## config.mk

```make
export PLATFORM = sky130hd
export DESIGN_NAME = fef_event_flags
export DESIGN_NICKNAME = d
export VERILOG_FILES = /design/src/hdl/fef_pkg.sv /design/src/hdl/fef_flag_cell.sv /design/src/hdl/fef_event_flags.sv
export SDC_FILE = /design/constraint.sdc
export NUM_CORES = 1
export LEC_CHECK = 0
export ABC_AREA = 1
export BUFFER_PORTS_ARGS = -buffer_cell sky130_fd_sc_hd__buf_2
export CAP_MARGIN = 20
export CELL_PAD_IN_SITES_DETAIL_PLACEMENT = 2
export CELL_PAD_IN_SITES_GLOBAL_PLACEMENT = 2
export CORE_MARGIN = 5
export CORE_UTILIZATION = 30
export CTS_BUF_LIST = sky130_fd_sc_hd__clkbuf_2 sky130_fd_sc_hd__clkbuf_4 sky130_fd_sc_hd__clkbuf_8
export DETAILED_ROUTE_END_ITERATION = 6
export GPL_TIMING_DRIVEN = 0
export PLACE_DENSITY = 0.95
export SYNTH_ARGS = -nofsm -noshare
export SYNTH_HDL_FRONTEND = slang
export SYNTH_SLANG_ARGS = --single-unit
```

## constraint.sdc

```tcl
create_clock -name clk_in -period 3.62 [get_ports clk_in]
set_clock_uncertainty 0.1 [all_clocks]
set_input_delay 0.181 -clock clk_in [delete_from_list [all_inputs] [get_ports clk_in]]
set_output_delay 0.181 -clock clk_in [all_outputs]
set_load 0.1 [all_outputs]
```

## src/hdl/fef_pkg.sv

```systemverilog
// fef_pkg: constants for the feedback event flag bank
// assumes: 8-bit register port, 40-bit position words
package fef_pkg;
   localparam int unsigned ADDR_W = 8;
   localparam int unsigned DATA_W = 8;
   localparam int unsigned POS_W  = 40;
   localparam int unsigned QM_W   = 4;

   // register offsets
   localparam logic [7:0] OFF_QUALITY     = 8'h03;
   localparam logic [7:0] OFF_EVENT_HIGH  = 8'h04;
   localparam logic [7:0] OFF_EVENT_MASK  = 8'h10;
   localparam logic [7:0] OFF_DIGEST_MASK = 8'h11;
   localparam logic [7:0] OFF_DEV_LIMIT   = 8'h12;
   localparam logic [7:0] OFF_CONTROL     = 8'h13;

   // event_flags_high bit positions
   localparam int unsigned BIT_INT   = 7;
   localparam int unsigned BIT_SUM   = 6;
   localparam int unsigned BIT_SCE   = 5;
   localparam int unsigned BIT_NONE  = 4;
   localparam int unsigned BIT_EST   = 3;
   localparam int unsigned BIT_SENSOR_POSITION_ERR  = 2;
   localparam int unsigned BIT_DTE   = 1;
   localparam int unsigned BIT_RLINK = 0;
   localparam int unsigned BIT_CTRL_RELINK = 0;

   // which bits software may clear, which follow their level
   localparam logic [7:0] CLEARABLE_MASK = 8'h6F;
   localparam logic [7:0] LEVEL_MASK     = 8'h42;

   // reset values
   localparam logic [7:0] EVENT_RESET       = 8'h00;
   localparam logic [7:0] EVENT_MASK_RESET  = 8'h00;
   localparam logic [7:0] DIGEST_MASK_RESET = 8'h00;
   localparam logic [7:0] DEV_LIMIT_RESET   = 8'hFF;
   localparam logic [39:0] POS_RESET        = 40'h00_0000_0000;

   // link quality counter
   localparam logic [3:0] QM_INIT     = 4'h8;
   localparam logic [3:0] QM_MAX      = 4'hF;
   localparam logic [3:0] QM_LOW      = 4'hE;
   localparam logic [3:0] QM_ZERO     = 4'h0;
   localparam logic [3:0] QM_SAFE_ERR = 4'h6;
   localparam logic [3:0] QM_GOOD     = 4'h1;

   // position shown while the sensor reports an error
   localparam logic [39:0] POS_ERR_PATTERN = 40'hFD_FDFD_FDFD;
endpackage : fef_pkg

```

## src/hdl/fef_flag_cell.sv

```systemverilog
// fef_flag_cell: one sticky event flag, edge or level kind
// assumes: condition input synchronous to clk_in
`timescale 1ns/10ps
`default_nettype none
module fef_flag_cell #(
   parameter bit LEVEL = 1'b0
) (
   input  wire logic clk_in,
   input  wire logic resetn_in,
   input  wire logic cond_in,
   input  wire logic clr_in,
   output var  logic flag_out
);
   logic cond_q;
   logic set_now;

   // edge kind needs the condition to drop before it can fire again
   assign set_now = LEVEL ? cond_in : (cond_in & ~cond_q);

   always_ff @(posedge clk_in or negedge resetn_in)
   begin
      if (!resetn_in)
         cond_q <= 1'b0;
      else
         cond_q <= cond_in;
   end

   // set beats clear; hardware never drops the flag by itself
   always_ff @(posedge clk_in or negedge resetn_in)
   begin
      if (!resetn_in)
         flag_out <= 1'b0;
      else
         flag_out <= set_now | (flag_out & ~clr_in);
   end
endmodule : fef_flag_cell
`default_nettype wire

```

## src/hdl/fef_event_flags.sv

```systemverilog
// fef_event_flags: high-byte event bank of a motor-feedback link master
// assumes: one clock, synchronous condition inputs, plain register port
//
// Strobed register access is this design's own decision.
`timescale 1ns/10ps
`default_nettype none
// How it works
// each flag is set when its warning or error condition is seen
// the block never clears a set flag; only software does
// software clears the flags it finds and handles each condition
// edge flags set at condition start, again only after it ends
// level flags stay set while their condition lasts
// online status shows every condition live, unlatched
// bit 7 at 04h is read-only and mirrors the interrupt output
// bit 6 is set while an enabled remote slave event is pending
// software reads the slave summary when bit 6 is set
// bit 5 is set on a safe-channel consistency error
// each safe-channel error lowers the link quality value, except in a relink cycle
// safe position holds its last valid value across safe-channel errors
// bit 4 always reads zero
// bit 3 set on fast error; fast position then from estimator
// bit 2 set on sensor error; error pattern replaces positions
// bit 1 follows deviation above the configured limit
// all bits reset to zero; bits 7 and 4 read-only, rest clearable
// bit 0 is set on any forced relink, whatever its source
// quality reaching zero forces a relink
// writing ones clears flags; a same-cycle set still wins
module fef_event_flags (
   input  wire logic        clk_in,
   input  wire logic        resetn_in,
   input  wire logic [7:0]  addr_in,
   input  wire logic [7:0]  wdata_in,
   input  wire logic        wr_in,
   input  wire logic        rd_in,
   output var  logic [7:0]  rdata_out,
   input  wire logic [7:0]  slave_summary_in,
   input  wire logic        safe_err_in,
   input  wire logic        safe_valid_in,
   input  wire logic [39:0] safe_pos_in,
   input  wire logic        fast_err_in,
   input  wire logic [39:0] fast_pos_in,
   input  wire logic [39:0] est_pos_in,
   input  wire logic        sensor_err_in,
   input  wire logic [7:0]  deviation_in,
   input  wire logic        relink_req_in,
   output var  logic        irq_out,
   output var  logic [7:0]  online_status_out,
   output var  logic [39:0] safe_pos_out,
   output var  logic [39:0] fast_pos_out,
   output var  logic [3:0]  quality_out,
   output var  logic        link_quality_low_warn_out,
   output var  logic        relink_out
);
   logic [7:0]  flags;
   logic [7:0]  cond;
   logic [7:0]  clr;
   logic [7:0]  event_mask;
   logic [7:0]  remote_digest_mask;
   logic [7:0]  dev_limit;
   logic        sw_relink;
   logic        relink_now;
   logic [3:0]  next_quality;
   logic [7:0]  next_rdata;

   function automatic logic hit(input logic [7:0] a,
                                input logic [7:0] off);
      hit = (a == off);
   endfunction : hit

   // register writes

   always_ff @(posedge clk_in or negedge resetn_in)
   begin
      if (!resetn_in)
         event_mask <= fef_pkg::EVENT_MASK_RESET;
      else if (wr_in && hit(addr_in, fef_pkg::OFF_EVENT_MASK))
         event_mask <= wdata_in;
   end

   always_ff @(posedge clk_in or negedge resetn_in)
   begin
      if (!resetn_in)
         remote_digest_mask <= fef_pkg::DIGEST_MASK_RESET;
      else if (wr_in && hit(addr_in, fef_pkg::OFF_DIGEST_MASK))
         remote_digest_mask <= wdata_in;
   end

   always_ff @(posedge clk_in or negedge resetn_in)
   begin
      if (!resetn_in)
         dev_limit <= fef_pkg::DEV_LIMIT_RESET;
      else if (wr_in && hit(addr_in, fef_pkg::OFF_DEV_LIMIT))
         dev_limit <= wdata_in;
   end

   // relink request bit is self-clearing, reads back as zero
   always_ff @(posedge clk_in or negedge resetn_in)
   begin
      if (!resetn_in)
         sw_relink <= 1'b0;
      else
         sw_relink <= wr_in && hit(addr_in, fef_pkg::OFF_CONTROL)
                      && wdata_in[fef_pkg::BIT_CTRL_RELINK];
   end

   // write-one-to-clear on the event register
   assign clr = (wr_in && hit(addr_in, fef_pkg::OFF_EVENT_HIGH))
                ? (wdata_in & fef_pkg::CLEARABLE_MASK)
                : 8'h00;

   // conditions

   assign relink_now = sw_relink | relink_req_in
                       | (quality_out == fef_pkg::QM_ZERO);

   always_comb
   begin
      cond = 8'h00;
      cond[fef_pkg::BIT_SUM]   = |(slave_summary_in
                                   & remote_digest_mask);
      cond[fef_pkg::BIT_SCE]   = safe_err_in;
      cond[fef_pkg::BIT_EST]   = fast_err_in;
      cond[fef_pkg::BIT_SENSOR_POSITION_ERR]  = sensor_err_in;
      cond[fef_pkg::BIT_DTE]   = deviation_in > dev_limit;
      cond[fef_pkg::BIT_RLINK] = relink_now;
   end

   // one cell per implemented flag; bits 7 and 4 hold no state
   genvar gi;
   generate
      for (gi = 0; gi < 8; gi++)
      begin : g_flag
         if (fef_pkg::CLEARABLE_MASK[gi])
         begin : g_cell
            fef_flag_cell #(
               .LEVEL (fef_pkg::LEVEL_MASK[gi])
            ) u_cell (
               .clk_in    (clk_in),
               .resetn_in (resetn_in),
               .cond_in   (cond[gi]),
               .clr_in    (clr[gi]),
               .flag_out  (flags[gi])
            );
         end
         else
         begin : g_zero
            assign flags[gi] = 1'b0;
         end
      end
   endgenerate

   // interrupt and online status

   always_ff @(posedge clk_in or negedge resetn_in)
   begin
      if (!resetn_in)
         irq_out <= 1'b0;
      else
         irq_out <= |(flags & event_mask);
   end

   // live copy, one register stage, no latching
   always_ff @(posedge clk_in or negedge resetn_in)
   begin
      if (!resetn_in)
         online_status_out <= fef_pkg::EVENT_RESET;
      else
         online_status_out <= cond;
   end

   // link quality

   always_comb
   begin
      next_quality = quality_out;
      if (relink_now)
         next_quality = fef_pkg::QM_INIT;
      else if (safe_err_in)
      begin
         if (quality_out > fef_pkg::QM_SAFE_ERR)
            next_quality = quality_out - fef_pkg::QM_SAFE_ERR;
         else
            next_quality = fef_pkg::QM_ZERO;
      end
      else if (safe_valid_in && quality_out != fef_pkg::QM_MAX)
         next_quality = quality_out + fef_pkg::QM_GOOD;
   end

   always_ff @(posedge clk_in or negedge resetn_in)
   begin
      if (!resetn_in)
         quality_out <= fef_pkg::QM_INIT;
      else
         quality_out <= next_quality;
   end

   always_ff @(posedge clk_in or negedge resetn_in)
   begin
      if (!resetn_in)
         link_quality_low_warn_out <= 1'b0;
      else
         link_quality_low_warn_out <= next_quality < fef_pkg::QM_LOW;
   end

   always_ff @(posedge clk_in or negedge resetn_in)
   begin
      if (!resetn_in)
         relink_out <= 1'b0;
      else
         relink_out <= relink_now;
   end

   // positions

   // a bad safe frame keeps the old value; fast path is untouched
   always_ff @(posedge clk_in or negedge resetn_in)
   begin
      if (!resetn_in)
         safe_pos_out <= fef_pkg::POS_RESET;
      else if (sensor_err_in)
         safe_pos_out <= fef_pkg::POS_ERR_PATTERN;
      else if (safe_valid_in && !safe_err_in)
         safe_pos_out <= safe_pos_in;
   end

   always_ff @(posedge clk_in or negedge resetn_in)
   begin
      if (!resetn_in)
         fast_pos_out <= fef_pkg::POS_RESET;
      else if (sensor_err_in)
         fast_pos_out <= fef_pkg::POS_ERR_PATTERN;
      else if (flags[fef_pkg::BIT_EST])
         fast_pos_out <= est_pos_in;
      else
         fast_pos_out <= fast_pos_in;
   end

   // register reads; data only in the cycle after the strobe

   always_comb
   begin
      next_rdata = 8'h00;
      if (hit(addr_in, fef_pkg::OFF_EVENT_HIGH))
      begin
         next_rdata = flags;
         next_rdata[fef_pkg::BIT_INT] = irq_out;
      end
      else if (hit(addr_in, fef_pkg::OFF_QUALITY))
         next_rdata = {4'h0, quality_out};
      else if (hit(addr_in, fef_pkg::OFF_EVENT_MASK))
         next_rdata = event_mask;
      else if (hit(addr_in, fef_pkg::OFF_DIGEST_MASK))
         next_rdata = remote_digest_mask;
      else if (hit(addr_in, fef_pkg::OFF_DEV_LIMIT))
         next_rdata = dev_limit;
   end

   always_ff @(posedge clk_in or negedge resetn_in)
   begin
      if (!resetn_in)
         rdata_out <= 8'h00;
      else if (rd_in)
         rdata_out <= next_rdata;
      else
         rdata_out <= 8'h00;
   end
endmodule : fef_event_flags
`default_nettype wire

```

==> results of run 1 <==
## placed cells by master, fill, tap and decap left out, types with 13 or more instances in the layout
cell type	count
a21oi_1	20
buf_2	266
clkbuf_1	13
clkbuf_8	18
dfrtp_1	122
dlygate4sd3_1	146
inv_1	39
nand2_1	142
nand3_1	64
nor2_1	27
o21ai_0	33
o22a_1	35
## power groups by stage
stage	clock network (mW)	logic [mW]	registers, mW
finish	1.36	1.09	1.62
global route	1.45	1.14	1.62
CTS	1.33	1.04	1.60
detailed placement	0	0.902	1.63
global placement	0	0.867	1.62
floorplan	0	0.195	2.05
## layout make-up
class                      instances  area [sq um]  area share (%)
tap                              260           325            3.49
buffer                            29           169            1.81
clock inverter                    13           151            1.62
antenna                            5          12.5           0.134
multi-input combinational        394          2150            23.1
inverter                          45           169            1.81
sequential                       131          3290            35.3
timing repair buffer             408          2800            30.0
clock buffer                      19           255            2.74
## how the worst max path moves through the flow
stage,startpoint,endpoint,cells after the start
after floorplan,quality_out[0],link_quality_low_warn_out,7
after global routing,remote_digest_mask[6],online_status_out[6],6
after CTS,remote_digest_mask[6],online_status_out[6],6
after detailed placement,quality_out[0],link_quality_low_warn_out,7
final,remote_digest_mask[6],online_status_out[6],6
after global placement,resetn_in,safe_pos_out[16],1
## state kept, by name, indices dropped and copies added, names as in the netlist
| name | cells |
|---|---|
| event_mask | 8 |
| link_quality_low_warn_out | 1 |
| g_flag.g_cell.u_cell.flag_out | 6 |
| dev_limit | 8 |
| online_status_out | 6 |
| sw_relink | 1 |
| quality_out | 4 |
| safe_pos_out | 40 |
| rdata_out | 8 |
| remote_digest_mask | 8 |
| irq_out | 1 |
| fast_pos_out | 40 |
## kinds of logic after synthesis
family	Yosys count
xor+xnor	1
simple gates	263
buf+inv	74
fa+ha+maj	12
flops	131
other cells	1
compound gates	116
## per-stage QoR
step           hold WS [ns]  cells  setup WS (ns)  util, %
2_1_floorplan        -0.215    599           1.37        -
3_3_place_gp          0.204   1120          0.381     39.4
3_5_place_dp          0.138   1121           1.72     39.5
4_1_cts              0.0514   1299          0.994     49.5
5_1_grt              0.0988   1304          0.761     49.5
6_report              0.111   1304          0.788     49.5
## routing by layer
layer / GRT usage, % / vias to the layer above
li1: - / 2857
met1: 30.9 / 3312
met2: 60.4 / 297
met3: 7.14 / 99
met4: 17.3 / 0
met5: 0 / -
## repair_timing
item / in CTS / in global routing
hold buffers: 146 / 0
resized for setup: 0 / 0
buffers inserted: 0 / 0
hold endpoints to repair: 181 / 0
## tightest hold or removal path, cell delays in order
cell	delay, ns
buf_2	0.16
nand4_1	0.11
nand2_1	0.08
nand3_1	0.10
==> flow_summary.json, run 1 <==
{
  "status": "complete, no violations",
  "ys_ff_latch": 131,
  "critPathBufInv": 3,
  "fillers": 1988,
  "yosys_warnings": 0,
  "coreArea_sq_um": 18800,
  "slowest_stage": "dlygate4sd3_1",
  "r2r-end": "online_status_out[6]",
  "critPathMaxStageDelay_ns": 0.61,
  "grt_pass1_wl_um": 51300,
  "synth.area.mux_share_pct": 0,
  "clockRootBuffer": "clkbuf_8",
  "r2r_setup_slack_ns": 0.79,
  "h-tree-depth": 4,
  "pwr-share-clk_pct": 33.5,
  "numCtsBuffers": 17,
  "hold_path.class": "input pin to flop",
  "synth_compound_area_share_pct": 13.5,
  "antenna_found_initial": 5,
  "grt_pass1_vias": 8024,
  "vias": 6565,
  "io_pins": 264,
  "ff2ff_path_depth": 6,
  "netlist_area_sq_um": 5780,
  "async_reset_ff_share_pct": 100,
  "synth_top_area_share_pct": 52.8,
  "die-area_sq_um": 22100,
  "crit_chain": "a22o_1, dlygate4sd3_1, nor2_1, dlygate4sd3_1, nand2_1, dlygate4sd3_1",
  "r2r-start": "remote_digest_mask[6]",
  "dr.pass1.iters": 4,
  "viasPerCell": 5.03,
  "clock_sinks": 131,
  "syn_area_per_cell_sq_um": 9.66,
  "start_util_pct": 30.7,
  "synth_top_family_by_area": "simple AND/OR/NAND/NOR gates",
  "wirelength_um": 34800,
  "cp_data_required_time_ns": 3.86,
  "crit_path_end_kind": "flop",
  "insertion_delay_ns": 0.45,
  "numPortBuffers": 261,
  "chipHeight_um": 149,
  "synthTopCellsByCount": "nand2_1, dfrtp_1, nand3_1",
  "path_clk_slew_ns": 0.09,
  "ys_seq_area_share_pct": 56.9,
  "track_usage_pct": 31.4,
  "maxSlewViolCount": 0,
  "synth-simple-area-share_pct": 20.9,
  "switching_share_pct": 38.6,
  "place_area_sq_um": 7450,
  "ant_nets": 0,
  "comb_power_share_pct": 26.8,
  "cp-start-kind": "flop",
  "cts_tree": "done",
  "area_growth_pct": 61.4,
  "setup_viol": 0,
  "num_rows": 50,
  "min-delay-start": "safe_valid_in",
  "grt_overflow_total": 0,
  "hpwl_um": 18800,
  "p_total_mw": 4.07,
  "path_class": "flop to flop",
  "ir_worst_vdd_mv": 0.222,
  "synth-adder-area-share_pct": 2.60,
  "synthFlopType": "dfrtp_1",
  "drt_iter0_drc": 272,
  "synth_area_leaders": "dfrtp_1, nand2_1, nand3_1, o22a_1, dfstp_2",
  "nNetsFinal": 1199,
  "wl_met3_um": 1620,
  "fmax_ghz": 0.353,
  "wl_met1_um": 11800,
  "grt_max_degree": 67,
  "p_switching_mw": 1.57,
  "drive_above_1_share_pct": 33.6,
  "setup_tns_ns": 0,
  "critPathMaxFanout": 3,
  "rsz0062_at_grt": "false",
  "synth_top_cell_by_area": "dfrtp_1",
  "post_drt_wl_per_cell_um": 26.7,
  "layout_min_cycle_time_ns": 2.83,
  "synth.distinct_cells": 36,
  "hold_viol_final": 0,
  "p_leak_nw": 4.42,
  "seqPwrFrac_pct": 39.8,
  "synth_cells": 598,
  "max_slew_margin_pct": 54.9,
  "gp_congestion": 0.797,
  "worstMarginPinSlew_ns": 0.677,
  "holdPathEnd": "quality_out[3]",
  "crit_arrival_ns": 3.07,
  "post-synth-top-count-cell": "nand2_1",
  "dr_wl_met2_um": 19300,
  "drv_cap": 0,
  "synth_edf_count": 0,
  "crit_family": "buffers and inverters",
  "design_area_sq_um": 9330,
  "p_int_mw": 2.50,
  "highest_layer": "met4",
  "drc_errors": 0,
  "clockBufferDepth": 2,
  "critPathMostFrequentCell": "dlygate4sd3_1",
  "synth_xor_area_share_pct": 0.152,
  "pwr_density_cell_nw_per_um2": 437,
  "period_share_pct": 78.2,
  "worstHoldPathCells": 4,
  "die_w_um": 149
}
No activity file was read; power rests on OpenSTA's default activity.
==> run 2, diff against run 1 <==
--- a/config.mk
+++ b/config.mk
@@ -11,7 +11,7 @@
 export CELL_PAD_IN_SITES_DETAIL_PLACEMENT = 2
 export CELL_PAD_IN_SITES_GLOBAL_PLACEMENT = 2
 export CORE_MARGIN = 5
-export CORE_UTILIZATION = 30
+export CORE_UTILIZATION = 28
 export CTS_BUF_LIST = sky130_fd_sc_hd__clkbuf_2 sky130_fd_sc_hd__clkbuf_4 sky130_fd_sc_hd__clkbuf_8
 export DETAILED_ROUTE_END_ITERATION = 6
 export GPL_TIMING_DRIVEN = 0
==> constraint.sdc (replaced) <==
create_clock -name clk_in -period 3 [get_ports clk_in]
set_clock_uncertainty 0.1 [all_clocks]
set_input_delay 0.15 -clock clk_in [delete_from_list [all_inputs] [get_ports clk_in]]
set_output_delay 0.15 -clock clk_in [all_outputs]
set_load 0.1 [all_outputs]
==> run 2 against run 1 <==
Maximum frequency increased by 0.90%. Core utilization decreased by 3.6 points. Global-route usage shrank 5.3 points. Flip-flop and latch count did not move. Worst setup slack worse by 0.59 ns. Final area about the same. Sequential power rose by 20%. Routed wire length shrank 9.6%. Cell count is 1.2% higher. Via count decreased by 1.7%. Die area up 6.7%. Critical endpoint is now g_flag[6].g_cell.u_cell.flag_out.
==> flow_summary.json, run 2 (same netlist as run 1, synthesis figures left out) <==
{
  "status": "complete, no violations",
  "hpwl_um": 18200,
  "clockBufferDepth": 2,
  "slowest_stage": "dlygate4sd3_1",
  "critPathMostFrequentCell": "dlygate4sd3_1",
  "worstMarginPinSlew_ns": 0.673,
  "grt_max_degree": 79,
  "r2r_setup_slack_ns": 0.19,
  "ant_nets": 0,
  "chipHeight_um": 154,
  "layout_commonest_cell": "buf_2",
  "period_share_pct": 93.6,
  "layout_min_cycle_time_ns": 2.81,
  "gp_congestion": 0.790,
  "p_leak_nw": 4.42,
  "hold_path.class": "input pin to flop",
  "setup_viol": 0,
  "path_clk_slew_ns": 0.09,
  "pwr_density_cell_nw_per_um2": 503,
  "clockRootBuffer": "clkbuf_8",
  "start_util_pct": 28.5,
  "dr.pass1.iters": 4,
  "fmax_ghz": 0.356,
  "io_pins": 264,
  "crit_path_end_kind": "flop",
  "cts_tree": "done",
  "numCtsBuffers": 17,
  "rsz0062_at_grt": "false",
  "vias": 6454,
  "grt_pass1_wl_um": 47400,
  "num_rows": 52,
  "area_growth_pct": 61.5,
  "die_w_um": 154,
  "post_drt_wl_per_cell_um": 23.8,
  "fillers": 2221,
  "grt_overflow_total": 0,
  "multi_input_area_sq_um": 2150,
  "ctsResizeCount": 0,
  "max_slew_margin_pct": 55.1,
  "coreArea_sq_um": 20300,
  "ff2ff_path_depth": 6,
  "critPathMaxStageDelay_ns": 0.61,
  "reg_top3": "fast_pos_out x40, safe_pos_out x40",
  "crit_arrival_ns": 3.04,
  "antenna_found_initial": 8,
  "cp_data_required_time_ns": 3.23,
  "crit_chain": "a22o_1, dlygate4sd3_1, nor2_1, dlygate4sd3_1, nand3_1, dlygate4sd3_1",
  "hold_viol_final": 0,
  "critPathMaxFanout": 3,
  "drv_cap": 0,
  "p_total_mw": 4.69,
  "die-area_sq_um": 23600,
  "h-tree-depth": 4,
  "r2r-end": "g_flag[6].g_cell.u_cell.flag_out",
  "final_core_utilization_pct": 46.0,
  "drt_iter0_drc": 177,
  "nNetsFinal": 1201,
  "ir_worst_vdd_mv": 0.226,
  "design_area_sq_um": 9330,
  "seq_area_sq_um": 3290,
  "fin_hold_ws_ns": 0.0831,
  "path_class": "flop to flop",
  "grt_pass1_vias": 7815,
  "maxSlewViolCount": 0,
  "track_usage_pct": 26.1,
  "startpoint": "remote_digest_mask[3]",
  "clock_sinks": 131,
  "insertion_delay_ns": 0.44,
  "drc_errors": 0,
  "r2r-start": "remote_digest_mask[3]",
  "cts_hold_buffers": 148,
  "place_area_sq_um": 7460,
  "layout_common_cells": "buf_2, dlygate4sd3_1, nand2_1",
  "cp-start-kind": "flop",
  "numPortBuffers": 261,
  "cp-endpoint": "g_flag[6].g_cell.u_cell.flag_out",
  "drive_above_1_share_pct": 33.5,
  "wirelength_um": 31400,
  "postCtsSetupRepairBufs": 0,
  "viasPerCell": 4.89
}
==> run 2: cell types whose count changed in the layout (fill, tap and decap cells not counted) <==
| cell | before | now |
|---|---|---|
| clkinv_2 | 0 | 4 |
| diode_2 | 5 | 8 |
| dlygate4sd3_1 | 146 | 148 |
| bufinv_16 | 2 | 1 |
| clkbuf_4 | 1 | 0 |
| clkbuf_8 | 18 | 17 |
| clkinvlp_4 | 4 | 3 |
==> run 2: metal layers <==
metal / wire, um / global-route usage [%] / vias to the layer above
met5: 0 / 0 / -
met4: 1440 / 13.5 / 0
met3: 1320 / 4.75 / 77
met2: 17500 / 49.6 / 242
met1: 11200 / 27.1 / 3274
li1: - / - / 2861
==> run 2: power by group <==
| part | internal [mW] | total (mW) | switching, mW |
|---|---|---|---|
| clock | 0.660 | 1.46 | 0.804 |
| combinational | 0.360 | 1.28 | 0.920 |
| sequential | 1.87 | 1.95 | 0.0786 |
==> run 2: final cells by class <==
| type | instances | share of cell area, % |
|---|---|---|
| Inverter | 45 | 1.81 |
| Timing Repair Buffer | 410 | 30.2 |
| Tap cell | 270 | 3.62 |
| Clock inverter | 15 | 1.44 |
| Buffer | 29 | 1.81 |
| Sequential cell | 131 | 35.3 |
| Multi-Input combinational cell | 394 | 23.1 |
| Antenna cell | 8 | 0.215 |
| Clock buffer | 17 | 2.51 |
==> run 2: stage by stage <==
step,setup TNS [ns],setup slack [ns],instances
after floorplan,0,0.748,599
after global placement,-21.13,-0.187,1130
after detailed placement,0,1.00,1131
after CTS,0,0.332,1311
after global routing,0,0.135,1319
final,0,0.193,1319
==> run 2: worst min path at each step <==
stage	from	to	cells past startpoint
detailed placement	resetn_in	rdata_out[5]	1
CTS	safe_valid_in	quality_out[3]	4
finish	safe_valid_in	quality_out[3]	4
floorplan	resetn_in	event_mask[0]	0
global placement	fast_err_in	online_status_out[3]	1
global route	safe_valid_in	quality_out[1]	4
==> run 2: critical path, delay by kind of cell (launching register included) <==
kind,cells,cell delay (ns)
simple gates,2,0.22
buf+inv,3,1.75
flops,1,0.42
compound gates,1,0.23
